### src/design/fsr_defs.svh
// constants for the flash status, interrupt and read-timing register set
// assumes a 32-bit register port with word-aligned byte offsets
`ifndef FSR_DEFS_SVH
`define FSR_DEFS_SVH

// register byte offsets
`define FSR_OFS_WAIT_MODE 8'h00
`define FSR_OFS_STATUS 8'h04
`define FSR_OFS_IRQ_EN 8'h08
`define FSR_OFS_IRQ_FLAGS 8'h0c
`define FSR_OFS_IRQ_CLR 8'h10
`define FSR_OFS_TRIM 8'h14
`define FSR_OFS_WAIT_CNT 8'h18

// operation status field positions
`define FSR_ST_READY 0
`define FSR_ST_STALL 1
`define FSR_ST_ARRAY_ERASE 2
`define FSR_ST_SUSPEND 3
`define FSR_ST_SECTOR_ERASE 4
`define FSR_ST_PROGRAM 5

// interrupt enable, flag and clear field positions
`define FSR_IRQ_DONE 0
`define FSR_IRQ_STALL 1

// trim mirror field positions
`define FSR_TRIM_FREQ_LSB 0
`define FSR_TRIM_FREQ_MSB 9
`define FSR_TRIM_TEMP_LSB 16
`define FSR_TRIM_TEMP_MSB 20

// reset values
`define FSR_RST_WAIT_MODE 2'h1
`define FSR_RST_WAIT_CNT 4'h1
`define FSR_RST_IRQ_EN 2'h0

// read-wait mode encodings
`define FSR_MODE_ZERO 2'h0
`define FSR_MODE_ZERO_ONE 2'h1
`define FSR_MODE_BAD 2'h2
`define FSR_MODE_FIXED 2'h3

// flash words holding the trimming data
`define FSR_FL_FREQ_ADDR 32'h0010_0004
`define FSR_FL_TEMP_ADDR 32'h0010_0006

`endif

### src/design/fsr_pkg.sv
// types shared by the flash status register set
// no assumptions beyond a SystemVerilog compiler
package fsr_pkg;

  typedef enum logic [2:0] {
    FSR_LD_START = 3'b000,
    FSR_LD_FREQ = 3'b001,
    FSR_LD_TEMP = 3'b010,
    FSR_LD_DONE = 3'b011
  } fsr_ld_state_e;

endpackage

### src/design/fsr_edge_flag.sv
// sticky flag set on a rising edge of a level, cleared by a one-cycle pulse
// the level is synchronous to clk_in
`timescale 1ns/100ps
module fsr_edge_flag #(
  parameter logic PREV_INIT = 1'b0
) (
  // clock and reset
  input wire logic clk_in,
  input wire logic nrst_in,
  input wire logic ce_in,
  // event and clear
  input wire logic level_in,
  input wire logic clear_in,
  // flag
  output logic flag_out
);

  logic prev;

  always_ff @(posedge clk_in or negedge nrst_in)
  begin
    if (!nrst_in)
      prev <= PREV_INIT;
    else if (ce_in)
      prev <= level_in;
  end

  // a rising edge in the clear cycle still sets the flag
  always_ff @(posedge clk_in or negedge nrst_in)
  begin
    if (!nrst_in)
      flag_out <= 1'b0;
    else if (ce_in)
    begin
      if (level_in && !prev)
        flag_out <= 1'b1; // RULE8 RULE9 RULE23
      else if (clear_in)
        flag_out <= 1'b0;
    end
  end

endmodule

### src/design/fsr_trim_loader.sv
// fetches the two trimming words from flash once after reset release, unless fl_blank_in marks the flash blank
// flash read port answers on the same clock; blank flag is a same-clock level
`timescale 1ns/100ps
`include "fsr_defs.svh"
module fsr_trim_loader
  import fsr_pkg::*;
(
  // clock and reset
  input wire logic clk_in,
  input wire logic nrst_in,
  input wire logic ce_in,
  // flash read port
  output logic fl_rd_req_out,
  output logic [31:0] fl_rd_addr_out,
  input wire logic [15:0] fl_rd_data_in,
  input wire logic fl_rd_valid_in,
  input wire logic fl_blank_in,
  // mirrored values
  output logic [9:0] freq_trim_out,
  output logic [4:0] temp_trim_out,
  output logic done_out
);

  fsr_ld_state_e state;

  always_ff @(posedge clk_in or negedge nrst_in)
  begin
    if (!nrst_in)
      state <= FSR_LD_START;
    else if (ce_in)
    begin
      case (state)
        FSR_LD_START:
          state <= fl_blank_in ? FSR_LD_DONE : FSR_LD_FREQ; // RULE17
        FSR_LD_FREQ:
          if (fl_rd_valid_in)
            state <= FSR_LD_TEMP;
        FSR_LD_TEMP:
          if (fl_rd_valid_in)
            state <= FSR_LD_DONE;
        default:
          state <= FSR_LD_DONE;
      endcase
    end
  end

  // erased flash leaves the mirror at its cleared reset value
  always_ff @(posedge clk_in or negedge nrst_in)
  begin
    if (!nrst_in)
    begin
      freq_trim_out <= 10'h000;
      temp_trim_out <= 5'h00;
    end
    else if (ce_in && fl_rd_valid_in)
    begin
      if (state == FSR_LD_FREQ)
        freq_trim_out <= fl_rd_data_in[9:0]; // RULE15
      else if (state == FSR_LD_TEMP)
        temp_trim_out <= fl_rd_data_in[4:0]; // RULE14
    end
  end

  assign fl_rd_req_out = (state == FSR_LD_FREQ) || (state == FSR_LD_TEMP);
  assign fl_rd_addr_out = (state == FSR_LD_TEMP) ? `FSR_FL_TEMP_ADDR : `FSR_FL_FREQ_ADDR;
  assign done_out = (state == FSR_LD_DONE);

endmodule

### src/design/fsr_regs.sv
// flash status, interrupt, trim mirror and read-wait register set
// sequencer status inputs and flash read port are synchronous to clk_in;
// registers are reached through a plain strobe port with one-cycle read data
//
// The implementer's own choices: the strobed register port and the placing of the registers.
`timescale 1ns/100ps
`include "fsr_defs.svh"

// Notes on behaviour
// RULE1 - array erase status reads 1 during a full-array erase, else 0.
// RULE2 - stall status bit 1 reads 1 once an operation overran its timing.
// RULE3 - software issues the flash reset command when stall status reads 1.
// RULE4 - ready reads 0 while program or erase runs, commands refused; 1 after.
// RULE5 - interrupt raised while stall flag and stall enable are both 1.
// RULE6 - interrupt raised while done flag and done enable are both 1.
// RULE7 - software clears a flag before setting its enable.
// RULE8 - stall flag set on each rising stall edge, sticky, resets to 0.
// RULE9 - done flag set on each rising ready edge, sticky, resets to 0.
// RULE10 - writing 1 to clear bit 1 clears the stall flag.
// RULE11 - writing 1 to clear bit 0 clears the done flag.
// RULE12 - writing 0 to clear bits changes nothing; clear bits read 0.
// RULE13 - reserved bits ignore writes and read back an unspecified value.
// RULE14 - after reset, flash word bits 4:0 load trim mirror bits 20:16.
// RULE15 - after reset, flash word bits 9:0 load trim mirror bits 9:0.
// RULE16 - trim mirror readable in user and serial programming boot modes.
// RULE17 - trim mirror cleared by internal reset after flash data erase.
// RULE18 - software saves trim values before erasing flash.
// RULE19 - wait count field takes odd codes 1 to 15, resets to 0001.
// RULE20 - wait count applied only in fixed read-wait mode 11.
// RULE21 - read-wait mode: 00 zero, 01 zero-or-one (reset), 10 bad, 11 fixed.
// RULE22 - software discards first status read after an algorithm command.
// RULE23 - sequencer status inputs are same-clock; edges found against a copy.
module fsr_regs
  import fsr_pkg::*;
(
  // clock, reset and enable
  input wire logic clk_in,
  input wire logic nrst_in,
  input wire logic ce_in,
  // register port
  input wire logic [7:0] reg_addr_in,
  input wire logic [31:0] reg_wdata_in,
  input wire logic reg_wr_in,
  input wire logic reg_rd_in,
  output logic [31:0] reg_rdata_out,
  // flash sequencer status
  input wire logic seq_ready_in,
  input wire logic seq_stall_in,
  input wire logic seq_array_erase_in,
  input wire logic seq_suspend_in,
  input wire logic seq_sector_erase_in,
  input wire logic seq_program_in,
  output logic seq_cmd_accept_out,
  // flash read port for the trim reload
  output logic fl_rd_req_out,
  output logic [31:0] fl_rd_addr_out,
  input wire logic [15:0] fl_rd_data_in,
  input wire logic fl_rd_valid_in,
  input wire logic fl_blank_in,
  // read timing towards the flash read path
  output logic [1:0] read_wait_mode_out,
  output logic [3:0] rd_wait_cycles_out,
  output logic rd_wait_fixed_out,
  // trim values towards the oscillator
  output logic [9:0] freq_trim_mirror_out,
  output logic [4:0] temp_trim_mirror_out,
  output logic trim_valid_out,
  // interrupt to the processor
  output logic irq_out
);

  // software-visible state
  logic [1:0] read_wait_mode;
  logic [3:0] wait_count_field;
  logic stall_irq_enable;
  logic done_irq_enable;
  logic stall_irq_flag;
  logic done_irq_flag;
  logic [9:0] freq_trim_mirror;
  logic [4:0] temp_trim_mirror;
  logic trim_done;

  // decoded strobes
  logic wr_mode;
  logic wr_cnt;
  logic wr_en;
  logic wr_clr;
  logic stall_flag_clear;
  logic done_flag_clear;

  // read path
  logic [31:0] next_rdata;
  logic [7:0] flash_op_status;
  logic [3:0] next_wait_cycles;

  // write decode
  always_comb
  begin
    wr_mode = 1'b0;
    wr_cnt = 1'b0;
    wr_en = 1'b0;
    wr_clr = 1'b0;
    if (reg_wr_in)
    begin
      if (reg_addr_in == `FSR_OFS_WAIT_MODE)
        wr_mode = 1'b1;
      else if (reg_addr_in == `FSR_OFS_WAIT_CNT)
        wr_cnt = 1'b1;
      else if (reg_addr_in == `FSR_OFS_IRQ_EN)
        wr_en = 1'b1;
      else if (reg_addr_in == `FSR_OFS_IRQ_CLR)
        wr_clr = 1'b1;
    end
  end

  // a zero in either clear bit leaves its flag alone
  assign stall_flag_clear = wr_clr && reg_wdata_in[`FSR_IRQ_STALL]; // RULE10 RULE12
  assign done_flag_clear = wr_clr && reg_wdata_in[`FSR_IRQ_DONE]; // RULE11 RULE12

  // read-wait mode; the prohibited code is refused so the path never sees it
  always_ff @(posedge clk_in or negedge nrst_in)
  begin
    if (!nrst_in)
      read_wait_mode <= `FSR_RST_WAIT_MODE; // RULE21
    else if (ce_in && wr_mode && reg_wdata_in[1:0] != `FSR_MODE_BAD)
      read_wait_mode <= reg_wdata_in[1:0]; // RULE21 RULE13
  end

  // wait count; even codes are refused and the old count kept
  always_ff @(posedge clk_in or negedge nrst_in)
  begin
    if (!nrst_in)
      wait_count_field <= `FSR_RST_WAIT_CNT; // RULE19
    else if (ce_in && wr_cnt && reg_wdata_in[0])
      wait_count_field <= reg_wdata_in[3:0]; // RULE19 RULE13
  end

  // interrupt enables
  always_ff @(posedge clk_in or negedge nrst_in)
  begin
    if (!nrst_in)
    begin
      stall_irq_enable <= 1'(`FSR_RST_IRQ_EN >> `FSR_IRQ_STALL); // RULE5
      done_irq_enable <= 1'(`FSR_RST_IRQ_EN >> `FSR_IRQ_DONE); // RULE6
    end
    else if (ce_in && wr_en)
    begin
      stall_irq_enable <= reg_wdata_in[`FSR_IRQ_STALL];
      done_irq_enable <= reg_wdata_in[`FSR_IRQ_DONE];
    end
  end

  // stall flag follows rising edges of the stall level
  fsr_edge_flag #(
    .PREV_INIT(1'b0)
  ) u_stall_flag (
    .clk_in(clk_in),
    .nrst_in(nrst_in),
    .ce_in(ce_in),
    .level_in(seq_stall_in),
    .clear_in(stall_flag_clear),
    .flag_out(stall_irq_flag)
  ); // RULE8 RULE23

  // ready copy starts high so an idle sequencer does not fake an edge at reset
  fsr_edge_flag #(
    .PREV_INIT(1'b1)
  ) u_done_flag (
    .clk_in(clk_in),
    .nrst_in(nrst_in),
    .ce_in(ce_in),
    .level_in(seq_ready_in),
    .clear_in(done_flag_clear),
    .flag_out(done_irq_flag)
  ); // RULE9 RULE23

  // trim reload runs after every reset, whatever the boot mode
  fsr_trim_loader u_trim (
    .clk_in(clk_in),
    .nrst_in(nrst_in),
    .ce_in(ce_in),
    .fl_rd_req_out(fl_rd_req_out),
    .fl_rd_addr_out(fl_rd_addr_out),
    .fl_rd_data_in(fl_rd_data_in),
    .fl_rd_valid_in(fl_rd_valid_in),
    .fl_blank_in(fl_blank_in),
    .freq_trim_out(freq_trim_mirror),
    .temp_trim_out(temp_trim_mirror),
    .done_out(trim_done)
  ); // RULE14 RULE15 RULE17

  // live status; the sequencer owns the levels, this block only presents them
  always_comb
  begin
    flash_op_status = 8'h00;
    flash_op_status[`FSR_ST_READY] = seq_ready_in; // RULE4
    flash_op_status[`FSR_ST_STALL] = seq_stall_in; // RULE2
    flash_op_status[`FSR_ST_ARRAY_ERASE] = seq_array_erase_in; // RULE1
    flash_op_status[`FSR_ST_SUSPEND] = seq_suspend_in;
    flash_op_status[`FSR_ST_SECTOR_ERASE] = seq_sector_erase_in;
    flash_op_status[`FSR_ST_PROGRAM] = seq_program_in;
  end

  // new commands are only accepted while the sequencer reports ready
  assign seq_cmd_accept_out = seq_ready_in; // RULE4

  // register images: fields in place, reserved bits held at zero
  logic [31:0] mode_word;
  logic [31:0] status_word;
  logic [31:0] enable_word;
  logic [31:0] flag_word;
  logic [31:0] trim_word;
  logic [31:0] count_word;

  always_comb
  begin
    mode_word = 32'h0000_0000;
    mode_word[1:0] = read_wait_mode; // RULE21
  end

  always_comb
  begin
    status_word = 32'h0000_0000;
    status_word[7:0] = flash_op_status; // RULE1 RULE2 RULE4
  end

  always_comb
  begin
    enable_word = 32'h0000_0000;
    enable_word[`FSR_IRQ_STALL] = stall_irq_enable;
    enable_word[`FSR_IRQ_DONE] = done_irq_enable;
  end

  always_comb
  begin
    flag_word = 32'h0000_0000;
    flag_word[`FSR_IRQ_STALL] = stall_irq_flag; // RULE8
    flag_word[`FSR_IRQ_DONE] = done_irq_flag; // RULE9
  end

  // no boot-mode input gates the mirror, so it reads the same in every mode
  always_comb
  begin
    trim_word = 32'h0000_0000;
    trim_word[`FSR_TRIM_FREQ_MSB:`FSR_TRIM_FREQ_LSB] = freq_trim_mirror; // RULE16
    trim_word[`FSR_TRIM_TEMP_MSB:`FSR_TRIM_TEMP_LSB] = temp_trim_mirror; // RULE16
  end

  always_comb
  begin
    count_word = 32'h0000_0000;
    count_word[3:0] = wait_count_field; // RULE19
  end

  // read mux; reserved and unmapped bits read as zero
  always_comb
  begin
    next_rdata = 32'h0000_0000;
    if (reg_addr_in == `FSR_OFS_WAIT_MODE)
      next_rdata = mode_word;
    else if (reg_addr_in == `FSR_OFS_STATUS)
      next_rdata = status_word;
    else if (reg_addr_in == `FSR_OFS_IRQ_EN)
      next_rdata = enable_word;
    else if (reg_addr_in == `FSR_OFS_IRQ_FLAGS)
      next_rdata = flag_word;
    else if (reg_addr_in == `FSR_OFS_IRQ_CLR)
      next_rdata = 32'h0000_0000; // RULE12
    else if (reg_addr_in == `FSR_OFS_TRIM)
      next_rdata = trim_word;
    else if (reg_addr_in == `FSR_OFS_WAIT_CNT)
      next_rdata = count_word;
  end

  // read data stands only in the cycle after the strobe
  always_ff @(posedge clk_in or negedge nrst_in)
  begin
    if (!nrst_in)
      reg_rdata_out <= 32'h0000_0000;
    else if (ce_in)
      reg_rdata_out <= reg_rd_in ? next_rdata : 32'h0000_0000;
  end

  // programmable count only counts in fixed mode
  always_comb
  begin
    next_wait_cycles = 4'h0;
    if (read_wait_mode == `FSR_MODE_FIXED)
      next_wait_cycles = wait_count_field; // RULE20
  end

  always_ff @(posedge clk_in or negedge nrst_in)
  begin
    if (!nrst_in)
    begin
      rd_wait_cycles_out <= 4'h0;
      rd_wait_fixed_out <= 1'b0;
      read_wait_mode_out <= `FSR_RST_WAIT_MODE;
    end
    else if (ce_in)
    begin
      rd_wait_cycles_out <= next_wait_cycles; // RULE20
      rd_wait_fixed_out <= (read_wait_mode == `FSR_MODE_FIXED); // RULE20
      read_wait_mode_out <= read_wait_mode; // RULE21
    end
  end

  // trim values towards the oscillator
  always_ff @(posedge clk_in or negedge nrst_in)
  begin
    if (!nrst_in)
    begin
      freq_trim_mirror_out <= 10'h000;
      temp_trim_mirror_out <= 5'h00;
    end
    else if (ce_in)
    begin
      freq_trim_mirror_out <= freq_trim_mirror; // RULE15
      temp_trim_mirror_out <= temp_trim_mirror; // RULE14
    end
  end

  // valid moves on the same edge as the copies, so no half load is ever seen
  always_ff @(posedge clk_in or negedge nrst_in)
  begin
    if (!nrst_in)
      trim_valid_out <= 1'b0;
    else if (ce_in)
      trim_valid_out <= trim_done;
  end

  // each source asks only while its own enable allows it
  logic stall_irq_pend;
  logic done_irq_pend;
  assign stall_irq_pend = stall_irq_flag && stall_irq_enable; // RULE5
  assign done_irq_pend = done_irq_flag && done_irq_enable; // RULE6

  // one combined request; a flag left stale by software fires on enable
  always_ff @(posedge clk_in or negedge nrst_in)
  begin
    if (!nrst_in)
      irq_out <= 1'b0;
    else if (ce_in)
      irq_out <= stall_irq_pend || done_irq_pend; // RULE5 RULE6
  end

endmodule

### config.mk
export PLATFORM = sky130hd
export DESIGN_NAME = fsr_regs
export DESIGN_NICKNAME = d
export VERILOG_FILES = /design/src/design/fsr_pkg.sv /design/src/design/fsr_edge_flag.sv /design/src/design/fsr_trim_loader.sv /design/src/design/fsr_regs.sv
export VERILOG_INCLUDE_DIRS = /design/src /design/src/design
export SDC_FILE = /design/constraint.sdc
export NUM_CORES = 1
export LEC_CHECK = 0
export BUFFER_PORTS_ARGS = -buffer_cell sky130_fd_sc_hd__buf_4
export CAP_MARGIN = 20
export CORE_ASPECT_RATIO = 0.6
export CORE_MARGIN = 1
export CORE_UTILIZATION = 30
export DETAILED_ROUTE_END_ITERATION = 16
export PLACE_DENSITY = 0.53
export SETUP_SLACK_MARGIN = 0.2
export SYNTH_ARGS = -nofsm -noshare
export SYNTH_HDL_FRONTEND = slang
export SYNTH_SLANG_ARGS = --single-unit
### constraint.sdc
create_clock -name clk_in -period 1.75 [get_ports clk_in]
set_clock_uncertainty 0.2 [all_clocks]
set_input_delay 0.2625 -clock clk_in [delete_from_list [all_inputs] [get_ports clk_in]]
set_output_delay 0.2625 -clock clk_in [all_outputs]
set_load 0.01 [all_outputs]
==> key figures <==
Outcome
  • Outcome: finished clean

CTS
  • Latest clock arrival within the worst-skew pair: about 320 ps
  • Reg clk slew, reported paths: about 50 ps
  • TritonCTS Sinks: 68
  • CTS Buf Count: 9
  • Longest Clk Path Bufs: 2
  • CTS tree: yes
  • H-Tree Level Count: 3
  • Root Buffer Master: clkbuf_16

Global route
  • Largest net degree at the start of global routing: 40
  • Gr ovfl total: 0
  • First-pass GRT wire length: around 12 mm
  • Vias in the first global route: 2,208
  • Met3 Resource Use GR: 6.044%
  • Tot GR Track Use: ~14%
  • Antenna violations before repair: 0
  • Met1 Usage GRT: between 20% and 30%
  • Met2 global-route usage: 18.69%
  • GRT busiest layer: met1

Pwr
  • Peak supply drop: 0.3900 mV
  • Cell Pwr Density: ~880 nW/um^2
  • Combinational power share: roughly 14%
  • Cell Int Power: approximately 2900 uW
  • Psw: ~940 uW
  • Net Sw Frac: between 20% and 30%
  • Design Power: around 3800 uW
  • Clock share of power: between 40% and 50%
  • Leakage Power: 0.002164 uW
  • Flop pwr share: a little under half

Yosys
  • Seq/Total Area, Yosys: between 50% and 60%
  • Count of cell types in the netlist: 35
  • Post-Synthesis Cells: about 270
  • Syn Area/Cell: around 12 sq um
  • Synth Cell Area: approximately 3300 sq um
  • Seq cells post-synth: just under 70
  • Yosys warnings: 0

Final layout
  • Post-route cell area: 4383 sq um
  • Syn-to-layout area delta: 33.45%
  • Share of cells above drive strength 1: a little over two fifths
  • Final non-filler cell total: a little over 500
  • Layout Nets: 441
  • Antenna cells: 0

Setup path
  • Crit path cell chain: inv_4 -> ha_4 -> buf_6
  • Worst reg2reg setup slack: 180 ps
  • Worst path depth: 3
  • Crit Reg-Reg Endpoint: u_trim.freq_trim_out[9]
  • Crit path required time: between 1000 and 1500 ps
  • Worst setup SP type: register
  • Worst Path Arrival: 1170 ps
  • Critical Path Start: u_trim.state[0]
  • CP Capture Point: fl_rd_req_out
  • Setup crit end kind: output port
  • Family with the most delay on the worst path: flip-flops
  • CP max stage delay: 450 ps
  • Path depth of the worst reg2reg path: 4
  • Slowest stage cell, crit path: dfrtp_2
  • Critical Path Fanout Max: 5
  • Setup Crit Path Kind: reg -> out
  • Buf/Inv on CP: 2
  • R2r startpoint: u_trim.state[1]

Timing
  • Period utilization: roughly 93%
  • Minimum clock period after layout: about 1600 ps
  • Hold slack: between 10 and 15 ps
  • RSZ-0062 raised after global routing: yes
  • Final Hold Vio Count: 0
  • Setup TNS: 0 ps
  • Setup-failing EPs final: 0
  • Slew Viols, Final: 0
  • FMAX: 611.4 MHz

Floorplanning
  • Starting density of the core: 31.00%
  • Core ar.: 10,600 sq um
  • Die height: 83.05 microns
  • Ports: about 160
  • Die width: ~140 microns
  • Num rows: 29
  • Die area: about 11,000 sq um

Place
  • Dpl cell area: 3894 sq um
  • Cell count after placement: between 400 and 500
  • Final GP Congestion: between 0.8 and 0.9
  • Post-DP HPWL: approximately 5.6 mm
  • Port Buffer Count: 76

Detailed routing
  • Wire per inst: 14.84 microns
  • DRT Pass-1 Iters: 4
  • DRT Wirelength: ~7.6 mm
  • DR iter-0 viols: 100
  • Vias/cell: 4.397
  • # DRC: 0
  • Vias: 2,238
  • ANT nets after route: 0

Run
  • Max Cap Violations: 0

Worst hold path
  • Tightest Hold Check Type: in -> reg
[flip-flops by register name, summed over array words and instances (netlist names), 4 cells and up]
name and count:
freq_trim_mirror_out 10, rd_wait_cycles_out 4, reg_rdata_out 15, temp_trim_mirror_out 5
u_trim.freq_trim_out 10, u_trim.temp_trim_out 5, wait_count_field 4
[kinds of logic (layout without fill, tap and decap cells)]
logic type | count (synthesis) | after routing | share of synthesized area (%)
DFF | 68 | 68 | 51.96
buffers and inverters | 67 | 123 | 13.79
and+or+nand+nor | 43 | 43 | 8.038
muxes | 42 | 42 | 14.67
AOI/OAI and AO/OA | 41 | 41 | 9.410
adders and majority gates | 5 | 5 | 1.905
other | 2 | 48 | 0.2287
[cell usage after synthesis, drive strengths merged]
| library cell | instances | share of area (%) |
|---|---|---|
| a21oi | 5 | 0.76 |
| a221o | 2 | 0.61 |
| a22o | 9 | 2.4 |
| a22oi | 1 | 0.23 |
| a32o | 2 | 0.61 |
| a32oi | 4 | 1.1 |
| and2b | 1 | 0.23 |
| and3 | 2 | 0.38 |
| and3b | 1 | 0.27 |
| and4b | 2 | 0.65 |
| buf | 53 | 12 |
| clkbuf | 6 | 0.69 |
| conb | 2 | 0.23 |
| dfrtp | 64 | 49 |
| dfstp | 4 | 3.2 |
| ha | 5 | 1.9 |
| inv | 8 | 0.91 |
| mux2 | 40 | 14 |
| mux2i | 2 | 0.61 |
| nand2 | 12 | 1.4 |
| nand2b | 2 | 0.38 |
| nand3 | 10 | 1.5 |
| nand4 | 1 | 0.65 |
| nor2 | 4 | 0.46 |
| nor2b | 3 | 0.57 |
| nor3b | 1 | 0.38 |
| nor4 | 1 | 0.38 |
| nor4b | 3 | 0.80 |
| o21ai | 8 | 1.2 |
| o22ai | 2 | 0.38 |
| o2bb2ai | 8 | 2.1 |
[cells in the final DEF (no fill, tap or decap), types with 7 or more instances in the layout]
master / count
a22o_1: 9
buf_4: 82
clkbuf_16: 9
conb_1: 48
dfrtp_1: 63
dlygate4sd3_1: 15
mux2_2: 37
nand2_1: 12
nand3_1: 8
o21ai_0: 7
o2bb2ai_1: 8
[layer usage]
metal  wire [microns]  part of all wire [%]
met1             3727                    49
met2             3171                    42
met3              630                   8.3
met4               24                  0.32
met5                0                     0
[power by group through the flow]
stage	clock network, uW	registers [uW]	logic [uW]
final	1590	1730	521
after global routing	1710	1740	572
after CTS	1640	1730	517
after detailed placement	0	1750	478
after global placement	0	1750	472
after floorplan	0	1760	291
[final cells by class]
class	instances	area, sq um
clock inverters	3	15.01
fillers	1035	6212
well taps	139	173.9
multi-input cells	179	1374
repair buffers	101	837.1
inverters	8	32.53
clock buffers	11	242.7
flip-flops and latches	68	1708
[worst min-delay path by stage]
stage / to / slack (ps) / cells after the start / from
after global routing: u_done_flag.flag_out / 5 / 2 / seq_ready_in
final: u_trim.state[1] / 10 / 3 / fl_blank_in
after CTS: wait_count_field[1] / 0.05 / 2 / reg_wdata_in[1]
after global placement: freq_trim_mirror_out[7] / -90 / 1 / nrst_in
after floorplan: done_irq_enable / -230 / 0 / nrst_in
after detailed placement: freq_trim_mirror_out[7] / -90 / 1 / nrst_in
[worst reg2reg max path: cells and delay by family (launching register included)]
kind,cells,cell delay (ps)
flip-flops,1,380
multiplexers,1,330
adder cells (fa/ha/maj),1,250
AND/OR/NAND/NOR,1,190
buffers and inverters,1,110
[stage by stage]
stage	setup WS, ps	util, %
final	114.5	41.37
after global routing	65.13	41.37
after CTS	74.20	41.03
after detailed placement	12.04	36.75
after global placement	45.17	36.75
after floorplan	171.9	-
[what timing repair did]
action | CTS | global route
buffers inserted | 0 | 1
endpoints found under the hold margin | 83 | 0
hold buffers | 15 | 0
resized for setup | 12 | 5
pin swaps | 2 | 1
setup endpoints to repair | 19 | 20
Power figures use the tool's default switching activity.
